File: config.mk
export PLATFORM = sky130hd
export DESIGN_NAME = iau_top
export DESIGN_NICKNAME = d
export VERILOG_FILES = /design/src/iau_pkg.sv /design/src/iau_noise_filter.sv /design/src/iau_arbiter.sv /design/src/iau_top.sv
export SDC_FILE = /design/constraint.sdc
export NUM_CORES = 1
export LEC_CHECK = 0
export BUFFER_PORTS_ARGS = -buffer_cell sky130_fd_sc_hd__buf_2
export CORE_UTILIZATION = 57
export DETAILED_ROUTE_END_ITERATION = 8
export GPL_TIMING_DRIVEN = 0
export PLACE_DENSITY_LB_ADDON = 0.15
export RECOVER_POWER = 100
export SLEW_MARGIN = 25
export SYNTH_ARGS = -nofsm -noshare
export SYNTH_HDL_FRONTEND = slang
export SYNTH_SLANG_ARGS = --single-unit
File: constraint.sdc
create_clock -name aclk -period 7.6 [get_ports aclk]
set_clock_uncertainty 0.15 [all_clocks]
set_input_delay 1.52 -clock aclk [delete_from_list [all_inputs] [get_ports aclk]]
set_output_delay 1.52 -clock aclk [all_outputs]
set_load 0.01 [all_outputs]
File: src/iau_pkg.sv
// shared constants, carriers and states of the interrupt acknowledge unit
package iau_pkg;
  // ----------------------------------------
  // register map (byte offsets, word aligned)
  // ----------------------------------------
  localparam logic [7:0] OFS_SAMPLE_SEL = 8'h00;
  localparam logic [7:0] OFS_EDGE = 8'h04;
  localparam logic [7:0] OFS_FLAG = 8'h08;
  localparam logic [7:0] OFS_MASK = 8'h0C;
  localparam logic [7:0] OFS_URG = 8'h10;
  localparam logic [7:0] OFS_PSW = 8'h14;
  localparam logic [7:0] OFS_PSW_SET = 8'h18;
  localparam logic [7:0] OFS_PSW_CLR = 8'h1C;
  localparam logic [7:0] OFS_DIV = 8'h20;
  localparam logic [7:0] OFS_STATUS = 8'h24;
  // ----------------------------------------
  // reset values and fields
  // ----------------------------------------
  localparam logic [7:0] RST_SAMPLE_SEL = 8'h00;
  localparam logic [7:0] RST_EDGE = 8'h00;
  localparam logic [7:0] RST_FLAG = 8'h00;
  localparam logic [7:0] RST_MASK = 8'hFF;
  localparam logic [7:0] RST_URG = 8'hFF;
  localparam logic [7:0] RST_PSW = 8'h02;
  localparam logic [2:0] RST_DIV = 3'h0;
  localparam int PSW_IE_BIT = 7;
  localparam int PSW_ISP_BIT = 1;
  localparam int EDGE_LO_BIT = 2;
  localparam int EDGE_HI_BIT = 3;
  localparam logic [1:0] SMP_CPU = 2'h0;
  localparam logic [1:0] SMP_DIV6 = 2'h1;
  localparam int PER_DIV_A = 6;
  localparam int PER_DIV_B = 7;
  localparam logic [2:0] DIV_MAX = 3'h4;
  localparam logic [1:0] EDGE_FALL = 2'h0;
  localparam logic [1:0] EDGE_RISE = 2'h1;
  localparam logic [1:0] EDGE_BOTH = 2'h3;
  localparam int NSRC = 8;
  localparam logic [3:0] VEC_NMI = 4'h8;
  localparam logic [3:0] VEC_TRAP = 4'h9;
  localparam logic [1:0] RESP_OKAY = 2'h0;
  localparam logic [1:0] RESP_DECERR = 2'h3;
  // ----------------------------------------
  // carriers and states
  // ----------------------------------------
  typedef struct packed {
    logic instr_done;
    logic halt;
    logic acceptance_on_op;
    logic acceptance_off_op;
    logic service_return_op;
    logic break_return_op;
    logic software_trap_op;
    logic psw_push_op;
    logic psw_pop_op;
    logic [7:0] pop_data;
  } iau_cpu_in_t;
  typedef struct packed {
    logic push_psw;
    logic push_pc;
    logic load_vector;
    logic [3:0] vector_id;
    logic [7:0] psw_data;
  } iau_cpu_out_t;
  typedef enum logic [2:0] {ST_IDLE, ST_PUSH_PSW, ST_PUSH_PC, ST_WAIT, ST_LOAD} iau_state_t;
endpackage

File: src/iau_noise_filter.sv
// noise eliminator and valid edge detector for external line zero
module iau_noise_filter (
  input wire logic aclk,
  input wire logic aresetn,
  input wire logic sample_tick,
  input wire logic ext_line_zero,
  input wire logic [1:0] edge_sel,
  output logic edge_pulse_q
);
  import iau_pkg::*;
  logic smp_q;
  logic lvl_q;
  logic lvl_ok_q;
  logic agree;
  logic rise;
  logic fall;

  // a level counts only when two successive samples agree
  assign agree = sample_tick && (ext_line_zero == smp_q);
  assign rise = agree && lvl_ok_q && !lvl_q && ext_line_zero;
  assign fall = agree && lvl_ok_q && lvl_q && !ext_line_zero;

  always_ff @(posedge aclk) begin
    if (!aresetn) begin
      smp_q <= 1'b0;
      lvl_q <= 1'b0;
      lvl_ok_q <= 1'b0;
    end else if (sample_tick) begin
      smp_q <= ext_line_zero;
      if (agree) begin
        lvl_q <= ext_line_zero;
        lvl_ok_q <= 1'b1;
      end
    end
  end

  // the prohibited code 10 selects no edge at all
  always_ff @(posedge aclk) begin
    if (!aresetn) begin
      edge_pulse_q <= 1'b0;
    end else begin
      case (edge_sel)
        EDGE_FALL: edge_pulse_q <= fall;
        EDGE_RISE: edge_pulse_q <= rise;
        EDGE_BOTH: edge_pulse_q <= rise || fall;
        default: edge_pulse_q <= 1'b0;
      endcase
    end
  end
endmodule

File: src/iau_arbiter.sv
// picks the maskable source to acknowledge next
module iau_arbiter (
  input wire logic aclk,
  input wire logic aresetn,
  input wire logic [iau_pkg::NSRC-1:0] flags,
  input wire logic [iau_pkg::NSRC-1:0] mask,
  input wire logic [iau_pkg::NSRC-1:0] urg,
  input wire logic service_level_bit,
  output logic valid_q,
  output logic [2:0] index_q,
  output logic low_q
);
  import iau_pkg::*;
  logic [NSRC-1:0] elig;
  logic [NSRC-1:0] hi_set;

  // lowest index wins: the fixed ranking, used only to break ties
  function automatic logic [2:0] first_set(input logic [NSRC-1:0] v);
    first_set = 3'h0;
    for (int i = NSRC - 1; i >= 0; i--) begin
      if (v[i]) first_set = i[2:0];
    end
  endfunction

  // low urgency sources drop out while a high urgency one is in service
  assign elig = flags & ~mask & (service_level_bit ? {NSRC{1'b1}} : ~urg);
  assign hi_set = elig & ~urg;

  always_ff @(posedge aclk) begin
    if (!aresetn) begin
      valid_q <= 1'b0;
      index_q <= 3'h0;
      low_q <= 1'b1;
    end else begin
      valid_q <= |elig;
      low_q <= ~|hi_set;
      index_q <= |hi_set ? first_set(hi_set) : first_set(elig);
    end
  end
endmodule

File: src/iau_top.sv
// interrupt acknowledge unit: registers, state word and acknowledge sequencer
// ----------------------------------------
// Overview of operation
// - line zero sampled by selected sample clock
// - sample select register resets to zero
// - request only after two agreeing active samples
// - pulse between samples leaves flag clear
// - choices: cpu clock, oscillator over 64, 128
// - vector or trap pushes state word, clears enable
// - maskable acknowledge copies urgency into service level
// - state word resets to 02h
// - returns and pop restore, push saves state word
// - byte, bit and on/off ops on state word
// - non-maskable ignores enable and outranks all
// - non-maskable pushes word, pc, clears both bits
// - nested non-maskable waits return plus one instruction
// - several nested non-maskable give one acknowledge
// - maskable needs flag, no block, enable set
// - high service level blocks low urgency requests
// - latency 7 to 32, low urgency one more
// - urgency first, then fixed ranking among ties
// - pending requests stay latched until allowed
// - maskable pushes word, pc, loads own vector
// - acknowledge clears the source request flag
// - block and urgency bits reset to ones
// - edge codes: fall, rise, both; 10 prohibited
// ----------------------------------------
module iau_top (
  input wire logic aclk,
  input wire logic aresetn,
  input wire logic [31:0] s_axi_awaddr,
  input wire logic s_axi_awvalid,
  output logic s_axi_awready,
  input wire logic [31:0] s_axi_wdata,
  input wire logic [3:0] s_axi_wstrb,
  input wire logic s_axi_wvalid,
  output logic s_axi_wready,
  output logic [1:0] s_axi_bresp,
  output logic s_axi_bvalid,
  input wire logic s_axi_bready,
  input wire logic [31:0] s_axi_araddr,
  input wire logic s_axi_arvalid,
  output logic s_axi_arready,
  output logic [31:0] s_axi_rdata,
  output logic [1:0] s_axi_rresp,
  output logic s_axi_rvalid,
  input wire logic s_axi_rready,
  input wire logic ext_line_zero,
  input wire logic [iau_pkg::NSRC-1:1] src_req,
  input wire logic nmi_req,
  input wire iau_pkg::iau_cpu_in_t cpu_in,
  output iau_pkg::iau_cpu_out_t cpu_out
);
  import iau_pkg::*;

  // ----------------------------------------
  // register bus
  // ----------------------------------------
  logic aw_have_q, w_have_q;
  logic [31:0] aw_addr_q, w_data_q;
  logic w_lane_q;
  logic wr_fire;
  logic [31:0] rd_mux;
  logic rd_hit;

  function automatic logic mapped(input logic [31:0] a);
    mapped = (a[31:6] == 26'h0) && (a[1:0] == 2'h0) && (a[7:0] <= OFS_STATUS);
  endfunction

  function automatic logic wr_at(input logic fire, input logic lane, input logic [31:0] a,
                                 input logic [7:0] ofs);
    wr_at = fire && lane && mapped(a) && (a[7:0] == ofs);
  endfunction

  assign wr_fire = aw_have_q && w_have_q && !s_axi_bvalid;

  always_ff @(posedge aclk) begin
    if (!aresetn) begin
      aw_have_q <= 1'b0;
      w_have_q <= 1'b0;
      aw_addr_q <= 32'h0;
      w_data_q <= 32'h0;
      w_lane_q <= 1'b0;
      s_axi_awready <= 1'b1;
      s_axi_wready <= 1'b1;
      s_axi_bvalid <= 1'b0;
      s_axi_bresp <= RESP_OKAY;
    end else begin
      if (s_axi_awvalid && s_axi_awready) begin
        aw_have_q <= 1'b1;
        aw_addr_q <= s_axi_awaddr;
        s_axi_awready <= 1'b0;
      end
      if (s_axi_wvalid && s_axi_wready) begin
        w_have_q <= 1'b1;
        w_data_q <= s_axi_wdata;
        w_lane_q <= s_axi_wstrb[0];
        s_axi_wready <= 1'b0;
      end
      if (wr_fire) begin
        s_axi_bvalid <= 1'b1;
        s_axi_bresp <= mapped(aw_addr_q) ? RESP_OKAY : RESP_DECERR;
      end
      if (s_axi_bvalid && s_axi_bready) begin
        s_axi_bvalid <= 1'b0;
        aw_have_q <= 1'b0;
        w_have_q <= 1'b0;
        s_axi_awready <= 1'b1;
        s_axi_wready <= 1'b1;
      end
    end
  end

  // ----------------------------------------
  // clock dividers
  // ----------------------------------------
  // aclk stands for the main oscillator; every divided clock is an enable
  logic [6:0] pre_q;
  logic [2:0] div_q;
  logic [7:0] sample_sel_q;
  logic cpu_tick, sample_tick;

  function automatic logic div_tick(input logic [6:0] cnt, input int k);
    div_tick = 1'b1;
    for (int i = 0; i < 7; i++) begin
      if (i < k && !cnt[i]) div_tick = 1'b0;
    end
  endfunction

  always_ff @(posedge aclk) begin
    if (!aresetn) pre_q <= 7'h0;
    else pre_q <= pre_q + 7'h1;
  end

  // the cpu clock stops in halt, the peripheral clocks keep running
  assign cpu_tick = div_tick(pre_q, 32'(div_q) + 1) && !cpu_in.halt;
  always_comb begin
    case (sample_sel_q[1:0])
      SMP_CPU: sample_tick = cpu_tick;
      SMP_DIV6: sample_tick = div_tick(pre_q, PER_DIV_A);
      default: sample_tick = div_tick(pre_q, PER_DIV_B);
    endcase
  end

  // ----------------------------------------
  // configuration registers
  // ----------------------------------------
  logic [7:0] edge_q, mask_q, urg_q;

  always_ff @(posedge aclk) begin
    if (!aresetn) begin
      sample_sel_q <= RST_SAMPLE_SEL;
      edge_q <= RST_EDGE;
      mask_q <= RST_MASK;
      urg_q <= RST_URG;
      div_q <= RST_DIV;
    end else begin
      if (wr_at(wr_fire, w_lane_q, aw_addr_q, OFS_SAMPLE_SEL)) sample_sel_q <= w_data_q[7:0];
      if (wr_at(wr_fire, w_lane_q, aw_addr_q, OFS_EDGE)) edge_q <= w_data_q[7:0];
      if (wr_at(wr_fire, w_lane_q, aw_addr_q, OFS_MASK)) mask_q <= w_data_q[7:0];
      if (wr_at(wr_fire, w_lane_q, aw_addr_q, OFS_URG)) urg_q <= w_data_q[7:0];
      // divider values above four are clamped to the slowest cpu clock
      if (wr_at(wr_fire, w_lane_q, aw_addr_q, OFS_DIV)) begin
        div_q <= (w_data_q[2:0] > DIV_MAX) ? DIV_MAX : w_data_q[2:0];
      end
    end
  end

  // ----------------------------------------
  // request flags
  // ----------------------------------------
  logic line_zero_edge;
  logic [7:0] flag_q, flag_set, flag_clr;
  logic arb_valid, arb_low;
  logic [2:0] arb_index;
  logic [7:0] psw_q;
  iau_state_t state_q;
  logic take_nmi, take_mask, take_trap;

  iau_noise_filter u_filter (
    .aclk(aclk),
    .aresetn(aresetn),
    .sample_tick(sample_tick),
    .ext_line_zero(ext_line_zero),
    .edge_sel(edge_q[EDGE_HI_BIT:EDGE_LO_BIT]),
    .edge_pulse_q(line_zero_edge)
  );

  assign flag_set = {src_req, line_zero_edge};
  assign flag_clr = take_mask ? (8'h01 << arb_index) : 8'h00;

  // a new request beats both the acknowledge clear and a software write
  always_ff @(posedge aclk) begin
    if (!aresetn) flag_q <= RST_FLAG;
    else if (wr_at(wr_fire, w_lane_q, aw_addr_q, OFS_FLAG)) flag_q <= w_data_q[7:0] | flag_set;
    else flag_q <= (flag_q & ~flag_clr) | flag_set;
  end

  iau_arbiter u_arb (
    .aclk(aclk),
    .aresetn(aresetn),
    .flags(flag_q & ~flag_clr),
    .mask(mask_q),
    .urg(urg_q),
    .service_level_bit(psw_q[PSW_ISP_BIT]),
    .valid_q(arb_valid),
    .index_q(arb_index),
    .low_q(arb_low)
  );

  // ----------------------------------------
  // non-maskable tracking and hold
  // ----------------------------------------
  logic nmi_pend_q, nmi_active_q, hold_q, hold_op;

  // these ops defer any acknowledge until one more instruction completes
  assign hold_op = cpu_in.service_return_op || cpu_in.break_return_op
                || cpu_in.acceptance_on_op || cpu_in.acceptance_off_op
                || cpu_in.psw_push_op || cpu_in.psw_pop_op;

  always_ff @(posedge aclk) begin
    if (!aresetn) begin
      nmi_pend_q <= 1'b0;
      nmi_active_q <= 1'b0;
      hold_q <= 1'b0;
    end else begin
      // one latch, so any number of nested requests leaves one behind
      if (nmi_req) nmi_pend_q <= 1'b1;
      else if (take_nmi) nmi_pend_q <= 1'b0;
      if (take_nmi) nmi_active_q <= 1'b1;
      else if (cpu_in.service_return_op) nmi_active_q <= 1'b0;
      if (hold_op) hold_q <= 1'b1;
      else if (cpu_in.instr_done) hold_q <= 1'b0;
    end
  end

  // ----------------------------------------
  // acknowledge sequencer
  // ----------------------------------------
  logic boundary;
  logic kind_nmi_q, kind_mask_q, low_q;
  logic [3:0] vec_q;

  // a hold op rides on its own instr_done, so the next completed instruction
  // is the boundary; hold_q stays only as a status bit
  assign boundary = (state_q == ST_IDLE) && cpu_in.instr_done && !hold_op;
  assign take_nmi = boundary && nmi_pend_q && !nmi_active_q;
  // the arbiter result is a cycle old, so it is rechecked against the live registers;
  // a trap clears the enable flag, so a maskable request waits behind it
  assign take_mask = boundary && !take_nmi && !nmi_active_q && arb_valid
                  && psw_q[PSW_IE_BIT] && flag_q[arb_index] && !mask_q[arb_index]
                  && (psw_q[PSW_ISP_BIT] || !urg_q[arb_index])
                  && !cpu_in.software_trap_op;
  assign take_trap = (state_q == ST_IDLE) && cpu_in.software_trap_op && !take_nmi;

  always_ff @(posedge aclk) begin
    if (!aresetn) begin
      state_q <= ST_IDLE;
      kind_nmi_q <= 1'b0;
      kind_mask_q <= 1'b0;
      low_q <= 1'b0;
      vec_q <= 4'h0;
    end else begin
      case (state_q)
        ST_IDLE: begin
          if (take_nmi || take_mask || take_trap) state_q <= ST_PUSH_PSW;
          kind_nmi_q <= take_nmi;
          kind_mask_q <= take_mask;
          low_q <= take_mask && arb_low;
          if (take_nmi || take_mask || take_trap) begin
            vec_q <= take_nmi ? VEC_NMI : (take_mask ? {1'b0, arb_index} : VEC_TRAP);
          end
        end
        ST_PUSH_PSW: if (cpu_tick) state_q <= ST_PUSH_PC;
        ST_PUSH_PC: if (cpu_tick) state_q <= ST_WAIT;
        // low urgency sources spend one extra cpu cycle here
        ST_WAIT: begin
          if (cpu_tick && low_q) low_q <= 1'b0;
          else if (cpu_tick) state_q <= ST_LOAD;
        end
        ST_LOAD: if (cpu_tick) state_q <= ST_IDLE;
        default: state_q <= ST_IDLE;
      endcase
    end
  end

  // the trap has no program counter push of its own here: the sequencer
  // still emits it so the core pushes its return address the same way
  always_ff @(posedge aclk) begin
    if (!aresetn) begin
      cpu_out <= '0;
    end else begin
      cpu_out.push_psw <= (state_q == ST_PUSH_PSW) && cpu_tick;
      cpu_out.push_pc <= (state_q == ST_PUSH_PC) && cpu_tick;
      cpu_out.load_vector <= (state_q == ST_LOAD) && cpu_tick;
      cpu_out.vector_id <= vec_q;
      cpu_out.psw_data <= psw_q;
    end
  end

  // ----------------------------------------
  // program state word
  // ----------------------------------------
  logic save_step;
  assign save_step = (state_q == ST_PUSH_PSW) && cpu_tick;

  always_ff @(posedge aclk) begin
    if (!aresetn) begin
      psw_q <= RST_PSW;
    end else if (save_step) begin
      psw_q[PSW_IE_BIT] <= 1'b0;
      if (kind_nmi_q) psw_q[PSW_ISP_BIT] <= 1'b0;
      else if (kind_mask_q) psw_q[PSW_ISP_BIT] <= urg_q[vec_q[2:0]];
    end else if (cpu_in.psw_pop_op || cpu_in.service_return_op || cpu_in.break_return_op) begin
      psw_q <= cpu_in.pop_data;
    end else if (cpu_in.acceptance_on_op) begin
      psw_q[PSW_IE_BIT] <= 1'b1;
    end else if (cpu_in.acceptance_off_op) begin
      psw_q[PSW_IE_BIT] <= 1'b0;
    end else if (wr_at(wr_fire, w_lane_q, aw_addr_q, OFS_PSW)) begin
      psw_q <= w_data_q[7:0];
    end else if (wr_at(wr_fire, w_lane_q, aw_addr_q, OFS_PSW_SET)) begin
      psw_q <= psw_q | w_data_q[7:0];
    end else if (wr_at(wr_fire, w_lane_q, aw_addr_q, OFS_PSW_CLR)) begin
      psw_q <= psw_q & ~w_data_q[7:0];
    end
  end

  // ----------------------------------------
  // read path
  // ----------------------------------------
  always_comb begin
    rd_hit = mapped(s_axi_araddr);
    case (s_axi_araddr[7:0])
      OFS_SAMPLE_SEL: rd_mux = {24'h0, sample_sel_q};
      OFS_EDGE: rd_mux = {24'h0, edge_q};
      OFS_FLAG: rd_mux = {24'h0, flag_q};
      OFS_MASK: rd_mux = {24'h0, mask_q};
      OFS_URG: rd_mux = {24'h0, urg_q};
      OFS_PSW: rd_mux = {24'h0, psw_q};
      OFS_DIV: rd_mux = {29'h0, div_q};
      OFS_STATUS: rd_mux = {20'h0, vec_q, nmi_active_q, nmi_pend_q, hold_q, 1'b0,
                            (state_q != ST_IDLE), 3'h0};
      default: rd_mux = 32'h0;
    endcase
  end

  always_ff @(posedge aclk) begin
    if (!aresetn) begin
      s_axi_arready <= 1'b1;
      s_axi_rvalid <= 1'b0;
      s_axi_rdata <= 32'h0;
      s_axi_rresp <= RESP_OKAY;
    end else if (s_axi_arvalid && s_axi_arready) begin
      s_axi_arready <= 1'b0;
      s_axi_rvalid <= 1'b1;
      s_axi_rdata <= rd_hit ? rd_mux : 32'h0;
      s_axi_rresp <= rd_hit ? RESP_OKAY : RESP_DECERR;
    end else if (s_axi_rvalid && s_axi_rready) begin
      s_axi_rvalid <= 1'b0;
      s_axi_arready <= 1'b1;
    end
  end
endmodule

# --- Word-level counts from Yosys, hierarchy flattened ---
# Index checks and enable logic that the tools add are counted.
op_classes:
  mux: 81
  shift: 1
  bitwise: 14
  magnitude_cmp: 12
  n_div: 0
  n_reduce_logical: 112
  n_mul: 0
  add_sub_neg: 2
  eq_ne: 35
ops:
  columns: ["cell", "n"]
  rows:
  - ["12-bit case mux with 8 select lines", 1]
  - ["3-bit two-way mux", 24]
  - ["8-bit two-way mux", 7]
  - ["1-bit logical AND", 55]
  - ["26-bit zero test", 2]
  - ["8-bit by 5-bit equality test with 1-bit output, second input constant", 6]
  - ["8-bit AND", 5]
  - ["1-bit two-way mux", 34]
  - ["8-bit by 4-bit equality test with 1-bit output, second input constant", 4]
  - ["32-bit two-way mux", 1]
  - ["8-bit inverter", 4]
  - ["8-bit by 6-bit equality test with 1-bit output, second input constant", 3]
  - ["8-bit bitwise OR", 3]
  - ["1-bit zero test", 18]
  - ["8-bit by 3-bit equality test with 1-bit output, second input constant", 2]
  - ["8-bit by 6-bit <= comparator with 1-bit output, second input constant", 2]
  - ["8-bit zero test", 2]
  - ["8-bit OR reduction", 2]
  - ["3-bit case mux with 5 select lines", 1]
  - ["7-bit two-way mux", 2]
  - ["1-bit binary-select mux with 3-bit select", 4]
  - ["3-bit by 4-bit less-than comparator with 1-bit output, first input constant", 3]
  - ["2-bit inequality test, second input constant", 6]
  - ["1-bit logical OR", 11]
  - ["other kinds (32)", 55]
word_totals:
  reg_bits: 179
  out_inout_bits: 56
  mem_count: 0
  ram_bits: 0
  latchBits: 0
  in_bits: 133
  romBits: 0
  word_cells: 300

# --- Logic depth before layout (Yosys ltp) ---
# Gate-level depths: netlist (run 1).
logic_depth:
  word_depth: 33
  mapped_depth: 10
  depth_no_buf: 9

# --- By module ---
# From an unflattened synthesis (run 1), not the netlist that was laid out.
unflattened:
  hier_cells: 894
  area_unflattened_um2: 7803.7
by_module_without_submodules:
  columns: ["mod", "area_each_um2", "cells_each", "seq_area_each_um2", "instances"]
  rows:
  - ["iau_top", 7139.3, 812, 2962.8, 1]
  - ["iau_arbiter", 480.5, 63, 100.1, 1]
  - ["iau_noise_filter", 183.9, 19, 80.1, 1]

# --- Worst setup path after synthesis (run 1) ---
# OpenSTA, ideal clock, no wires.
synth_timing:
  path_type: "input -> register"
  from: "input cpu_in[14] (netlist name)"
  to: "register u_arb.valid_q"
  n_path_buf: 1
  setup_ns: 0.115
  setup_slack_ns: 3.354
  required_time_ns: 7.335
  cell_stages: 8
  arrival_ns: 3.982
  path_cell_list: "or3_1 -> or4_4 -> or3_1 -> buf_2 -> or3_4 -> and2_4 -> or3b_1 -> o21a_1"
synth_via:
  elab_chain_cells: 23
synth_lines:
  columns: ["element", "line", "rtl"]
  rows:
  - ["start: declaration", "iau_top.sv:51", "input wire iau_pkg::iau_cpu_in_t cpu_in,"]
  - ["1-bit logical OR (*) (2 in series)", "iau_top.sv:218", "|| cpu_in.acceptance_on_op || cpu_in.acceptance_off_op"]
  - ["1-bit logical OR (*) (2 in series)", "iau_top.sv:219", "|| cpu_in.psw_push_op || cpu_in.psw_pop_op;"]
  - ["1-bit zero test (*)", "iau_top.sv:246", "assign boundary = (state_q == ST_IDLE) && cpu_in.instr_done && !hold_op;"]
  - ["1-bit logical AND (*)", "iau_top.sv:246", null]
  - ["1-bit logical AND (2 in series)", "iau_top.sv:247", "assign take_nmi = boundary && nmi_pend_q && !nmi_active_q;"]
  - ["1-bit zero test", "iau_top.sv:250", "assign take_mask = boundary && !take_nmi && !nmi_active_q && arb_valid"]
  - ["1-bit logical AND (*) (3 in series)", "iau_top.sv:250", null]
  - ["1-bit logical AND (*) (3 in series)", "iau_top.sv:251", "&& psw_q[PSW_IE_BIT] && flag_q[arb_index] && !mask_q[arb_index]"]
  - ["1-bit logical AND (*)", "iau_top.sv:252", "&& (psw_q[PSW_ISP_BIT] || !urg_q[arb_index])"]
  - ["1-bit logical AND (*)", "iau_top.sv:253", "&& !cpu_in.software_trap_op;"]
  - ["8-bit two-way mux (*)", "iau_top.sv:190", "assign flag_clr = take_mask ? (8'h01 << arb_index) : 8'h00;"]
  - ["8-bit inverter (*)", "iau_top.sv:202", ".flags(flag_q & ~flag_clr),"]
  - ["8-bit AND (*)", "iau_top.sv:202", null]
  - ["8-bit AND (*) (2 in series)", "iau_arbiter.sv:26", "assign elig = flags & ~mask & (service_level_bit ? {NSRC{1'b1}} : ~urg);"]
  - ["8-bit OR reduction (*)", "iau_arbiter.sv:35", "valid_q <= |elig;"]
  - ["end signal: assignment", "iau_arbiter.sv:35", null]
  - ["end: declaration", "iau_arbiter.sv:9", "output logic valid_q,"]
# Every way passes the cells marked *; elsewhere a longest branch is shown, timed or not.
# A chain may end at the register's enable or synchronous reset.

# --- Worst setup path in the final report (run 1) ---
layout_timing:
  from: "input cpu_in[14] (netlist name)"
  to: "register u_arb.index_q[1]"
layout_via:
  elab_chain_cells: 32
  elab_cells_between_ends: 41
  classes_between: "mux (18); bitwise (5); reduce/logical (18)"
layout_lines:
  columns: ["element", "line", "rtl"]
  rows:
  - ["1-bit logical OR (*) (2 in series)", "iau_top.sv:218", null]
  - ["1-bit logical OR (*) (2 in series)", "iau_top.sv:219", null]
  - ["1-bit zero test (*)", "iau_top.sv:246", null]
  - ["1-bit logical AND (*)", "iau_top.sv:246", null]
  - ["1-bit logical AND (2 in series)", "iau_top.sv:247", null]
  - ["1-bit zero test", "iau_top.sv:250", null]
  - ["1-bit logical AND (*) (3 in series)", "iau_top.sv:250", null]
  - ["1-bit logical AND (*) (3 in series)", "iau_top.sv:251", null]
  - ["1-bit logical AND (*)", "iau_top.sv:252", null]
  - ["1-bit logical AND (*)", "iau_top.sv:253", null]
  - ["8-bit two-way mux (*)", "iau_top.sv:190", null]
  - ["8-bit inverter (*)", "iau_top.sv:202", null]
  - ["8-bit AND (*)", "iau_top.sv:202", null]
  - ["8-bit AND (*) (2 in series)", "iau_arbiter.sv:26", null]
  - ["8-bit AND", "iau_arbiter.sv:27", "assign hi_set = elig & ~urg;"]
  - ["3-bit two-way mux (8 in series)", "iau_arbiter.sv:21", "if (v[i]) first_set = i[2:0];"]
  - ["3-bit two-way mux (*)", "iau_arbiter.sv:37", "index_q <= |hi_set ? first_set(hi_set) : first_set(elig);"]
  - ["end signal: assignment", "iau_arbiter.sv:37", null]
  - ["end: declaration", "iau_arbiter.sv:10", "output logic [2:0] index_q,"]
# Marks and branches as above.

==> results of run 1 <==
kinds of logic after synthesis:
family	after synthesis	synth area share
simple gates	376	0.2400
other cells	1	0.0005091
mux	48	0.07406
flops	157	0.4267
compound gates	215	0.1875
fa+ha+maj	4	0.006455
buf+inv	90	0.05877
xor+xnor	5	0.005946
state kept, by name (all words and copies together), names as in the netlist, 3 cells and up, named ones only:
name	count
state_q	3
div_q	3
vec_q	4
urg_q	8
u_arb.index_q	3
cpu_out	15
w_data_q	8
mask_q	8
pre_q	7
edge_q	8
s_axi_rdata	12
flag_q	8
aw_addr_q	32
sample_sel_q	8
placed cells by master, fill, tap and decap left out, types with 13 or more instances in the layout:
master | Yosys | routed
o21a_1 | 13 | 13
nor3_1 | 16 | 16
conb_1 | 1 | 20
a21oi_1 | 82 | 82
a221oi_1 | 15 | 15
nand3_1 | 18 | 18
o21ai_0 | 37 | 37
clkbuf_1 | 36 | 78
nand2_1 | 151 | 151
inv_1 | 21 | 21
buf_4 | 23 | 22
nor2_1 | 93 | 93
a211oi_1 | 14 | 14
nor4_1 | 20 | 20
nand2b_1 | 13 | 13
buf_2 | 1 | 101
a22oi_1 | 15 | 15
mux2i_1 | 41 | 41
clkbuf_16 | 0 | 17
dfxtp_1 | 157 | 157
layer usage:
layer | share of wire | GRT usage
met4 | 0.029 | 0.1333
met3 | 0.090 | 0.07218
met5 | 0 | 0
met2 | 0.44 | 0.5086
met1 | 0.44 | 0.4460
power breakdown:
group / internal [W] / switching, W
Clock: 0.000459 / 0.000349
Sequential: 0.000854 / 0.0000232
Combinational: 0.0000746 / 0.000111
Total: 0.00139 / 0.000484
tightest hold or removal path, stage by stage, from the launching register on:
cell	delay, ps
dfxtp_1	310
nand2_1	50
a21oi_1	50
through the flow:
step / hold WS (ps) / utilization
4_1_cts: 307.4 / 0.7065
6_report: 304.8 / 0.7012
5_1_grt: 327.8 / 0.7012
3_5_place_dp: 299.0 / 0.6623
3_3_place_gp: 290.3 / 0.6623
2_1_floorplan: 267.8 / -
layout make-up:
cell class	instances	area [µm²]
clock inverter	13	115.1
buffer	66	341.6
inverter	24	90.09
fill	1133	3771
clock buffer	19	442.9
tap	172	215.2
sequential	157	3143
multi-input combinational	668	3845
timing repair buffer	141	655.6
worst paths after layout:
path	cells after the start	slack (ps)	from	to
worst max-delay path	9	3140	cpu_in[14]	u_arb.index_q[1]$_SDFF_PN0_
worst min-delay path	2	300	aw_addr_q[30]$_SDFFE_PN0P_	aw_addr_q[30]$_SDFFE_PN0P_
worst max register to register	9	3930	u_arb.index_q[1]$_SDFF_PN0_	u_arb.index_q[1]$_SDFF_PN0_
worst min register to register	2	300	aw_addr_q[30]$_SDFFE_PN0P_	aw_addr_q[30]$_SDFFE_PN0P_
==> flow_summary.toml, run 1 <==
[sta]
finalCriticalPeriod_ps = 4465
finalSetupTns_ps = 0
final-setup-viol-count = 0
timing_hold_violations_final = 0
drv_slew = 0
fin_ws_ps = 3135
relSlewSlack = 0.4112
tightestPinTransition_ps = 876.5
fmax_ghz = 0.2240
period_share = 0.5875
rsz0062_at_grt = "false"

[finish]
fin_cells = 1260
area_delta_synth_final_pct = 20.13
stdcell_area_um2 = 8848
nets = 1211
drive_gt1_frac = 0.1608
diodes = 0

[global_route]
grt_max_degree = 17
grt_overflow_total = 0
grt_pass1_wl_mm = 32.87
antenna_found_initial = 0
grt_usage = 0.3283
grt_pass1_vias = 6343

[setup_path]
start_kind = "primary input"
worstPathRequired_ps = 7740
critical_path.slowest_cell = "nor4b_1"
cp_top_family = "simple AND/OR/NAND/NOR gates"
arrival_ps = 4600
worstPathCellList = "clkbuf_1, or3_1, or4_1, nor4b_1, nor3_1, a21oi_1, o311ai_0, a32oi_1, nor2_1"
cp-end-kind = "register"
critical_path_class = "primary input to register"
critPathMaxFanout = 6
path_buf_inv = 1
slowest_delay_ps = 720

[routing]
antenna_left = 0
wirelength_mm = 21.32
drc = 0
viasPerCell = 5.706
first_pass_iters = 5
drtIter0Drc = 709
wire_per_inst_um = 16.92
vias = 7190

[logic_synthesis]
postSynthCellCount = 896
synthTopCellsByCount = "157 x dfxtp_1, 151 x nand2_1, 93 x nor2_1"
ys_seq_area_frac = 0.4267
syn_avg_cell_area_um2 = 8.221
synth_most_common_cell = "dfxtp_1"
yosysUniqueCellTypes = 73
ys_ff_latch = 157
synth_top_area_frac = 0.4267
yosysWarningCount = 0
synth.area.top_cells = "dfxtp_1 43%, nand2_1 7.7%, a21oi_1 5.6%, mux2i_1 5.6%, nor2_1 4.7%"
synth_top_cell_by_area = "dfxtp_1"
synth_ff_type = "dfxtp_1"
synth_area_um2 = 7366
synth-edff-count = 0
synth_async_sr_flop_share = 0

[die]
start_util = 0.5837
io_pins = 189
die_w_um = 115.7
die_area_um2 = 13380
dieHeight_um = 115.7
floorplan.rows = 41
coreArea_um2 = 12620

[placed_design]
dpl_cell_area_um2 = 8358
placed_cells = 1228
port_buffers = 141
dpl.hpwl_mm = 15.91
pre_cts_slack_ps = 2957
gp_congestion = 0.9004

[clocking]
post-cts-setup-buffer-count = 0
cts_made_buffers = 17
clockBufferDepth = 2
clock-sinks = 157
cts-root-buf = "clkbuf_16"
clk_latency_ps = 430
cts_tree = "built"
htree_num_levels = 4
cts_hold_buf = 0
clk_pin_slew_ps = 60
cts_resized = 0

[power_and_ir_drop]
vdd_drop_max_mv = 0.1464
power.leakage_nw = 3.713
design_power_total_w = 0.001872
p_per_area_nw_per_um2 = 211.6

[flow_run]
maxCapViolCount = 0

[min_path]
min_path_type = "register to register"

[outcome]
status = "complete, no violations"
No activity file was read; power rests on OpenSTA's default activity.
==> run 2: changes to the inputs <==
- CORE_UTILIZATION: 57 -> 48
- clock period: 7.6 -> 3.85 ns (I/O delays scaled with it)
==> flow_summary.toml, run 2 (synthesis gave the netlist of run 1 again) <==
[outcome]
status = "complete, no violations"

[routing]
wirelength_mm = 21.70
vias = 7185
antenna_left = 0
drtIter0Drc = 687
first_pass_iters = 8
drc = 0
wire_per_inst_um = 17.05
viasPerCell = 5.644

[die]
floorplan.rows = 44
die_area_um2 = 15840
coreArea_um2 = 14750
start_util = 0.4992
die_w_um = 125.9
io_pins = 189
dieHeight_um = 125.9

[clocking]
clockBufferDepth = 2
htree_num_levels = 4
cts_made_buffers = 17
clk_pin_slew_ps = 60
clock-sinks = 157
cts-root-buf = "clkbuf_16"
cts_hold_buf = 0
cts_tree = "built"
clk_latency_ps = 430

[setup_path]
worstPathCellList = "clkbuf_1, or3_1, or4_4, or3_1, clkbuf_1, o31ai_1, a22o_1, a21boi_0, nand2_1, o21a_1"
critPathMaxFanout = 7
worstPathRequired_ps = 4020
critical_path_class = "primary input to register"
start_kind = "primary input"
slowest_delay_ps = 590
critical_path.slowest_cell = "or4_4"
path_buf_inv = 2
cp-end-kind = "register"
cp_top_family = "simple AND/OR/NAND/NOR gates"
r2r_cells = 10
arrival_ps = 3730
worst-path-stages = 10

[min_path]
hold_depth = 2
min_path_type = "register to register"

[finish]
nets = 1211
final_cell_mix = "157 x dfxtp_1, 151 x nand2_1, 103 x buf_2, 93 x nor2_1, 82 x a21oi_1"
largest_register_ffs = 32
layout.cells.most_common = "dfxtp_1"
drive_gt1_frac = 0.1645
area_delta_synth_final_pct = 21.95
regMostFlops = "aw_addr_q"
fin_cells = 1273
utilization = 0.6088
top_regs = "aw_addr_q x32, cpu_out x15, s_axi_rdata x12"

[flow_run]
maxCapViolCount = 0

[sta]
period_share = 0.9242
fmax_ghz = 0.2810
tightestPinTransition_ps = 812.0
timing_hold_violations_final = 0
finalCriticalPeriod_ps = 3558
relSlewSlack = 0.4537
final-setup-viol-count = 0
drv_slew = 0
rsz0062_at_grt = "false"

[global_route]
grt_overflow_total = 0
antenna_found_initial = 2
met3_usage = 0.07009
grt_pass1_vias = 6642
top_usage_layer = "met2"
grtUsageMet2 = 0.4340
grtUsageMet1 = 0.3770
grt_pass1_wl_mm = 34.13
grt_max_degree = 17
grt_usage = 0.2787

[power_and_ir_drop]
p_per_area_nw_per_um2 = 443.2
power.leakage_nw = 3.768
vdd_drop_max_mv = 0.3138

[placed_design]
port_buffers = 141
dpl.hpwl_mm = 16.07
placed_cells = 1240
gp_congestion = 0.9013
[run 2: cell count changes in the layout (fill, tap and decap cells not counted), moves of 2 or more]
cell       previous run  this run
and2_0                9        11
and2_1               10         8
buf_2               101       103
bufinv_16             1         5
clkinv_2              4         0
[run 2: metal layers]
metal  share of wire  wire length, µm
met1            0.46             9945
met2            0.44             9446
met3           0.085             1844
met4           0.021              464
met5               0                0
[run 2: final timing paths]
check        slack, ps                          to                        from
max                290    u_arb.valid_q$_SDFF_PN0_                  cpu_in[14]
min                300  aw_addr_q[15]$_SDFFE_PN0P_  aw_addr_q[15]$_SDFFE_PN0P_
max reg2reg        350    u_arb.valid_q$_SDFF_PN0_     state_q[0]$_SDFFE_PN0P_
min reg2reg        300  aw_addr_q[15]$_SDFFE_PN0P_  aw_addr_q[15]$_SDFFE_PN0P_
[run 2: power by group]
part           internal, W  leakage (nW)  switching [W]  total, W
clock              0.00118         0.308       0.000705   0.00188
sequential         0.00169          1.28      0.0000451   0.00173
combinational     0.000147          2.18       0.000221  0.000368
total              0.00301          3.77       0.000971   0.00398
[run 2: timing repair]
action	CTS	global route
endpoints found under the setup margin	0	1
buffers inserted	0	0
resized for setup	0	1
[run 2: area by class of cell]
class                           instances  area (µm²)
Fill cell                            1413        5772
Multi-Input combinational cell        668        3862
Sequential cell                       157        3143
Timing Repair Buffer                  141       658.1
Clock buffer                           20       446.7
Buffer                                 66       341.6
Tap cell                              184       230.2
Clock inverter                         12       207.7
Inverter                               24       90.09
Antenna cell                            1       2.502
[run 2: metrics by stage]
stage	setup slack, ps	power, W	TNS, ps	hold slack, ps	area, µm²
floorplan	353.6	0.001978	0	267.8	7437
global placement	-123.8	0.002126	-324.9	290.9	8373
detailed placement	-129.2	0.002132	-321.3	296.8	8373
CTS	294.0	0.003987	0	305.6	9027
global route	105.2	0.004106	0	324.8	8982
finish	291.7	0.003981	0	303.5	8982
[run 2: worst min-delay path: stages, from the launching register on]
cell	delay [ps]
dfxtp_1	310
nand2_1	50
a21oi_1	50
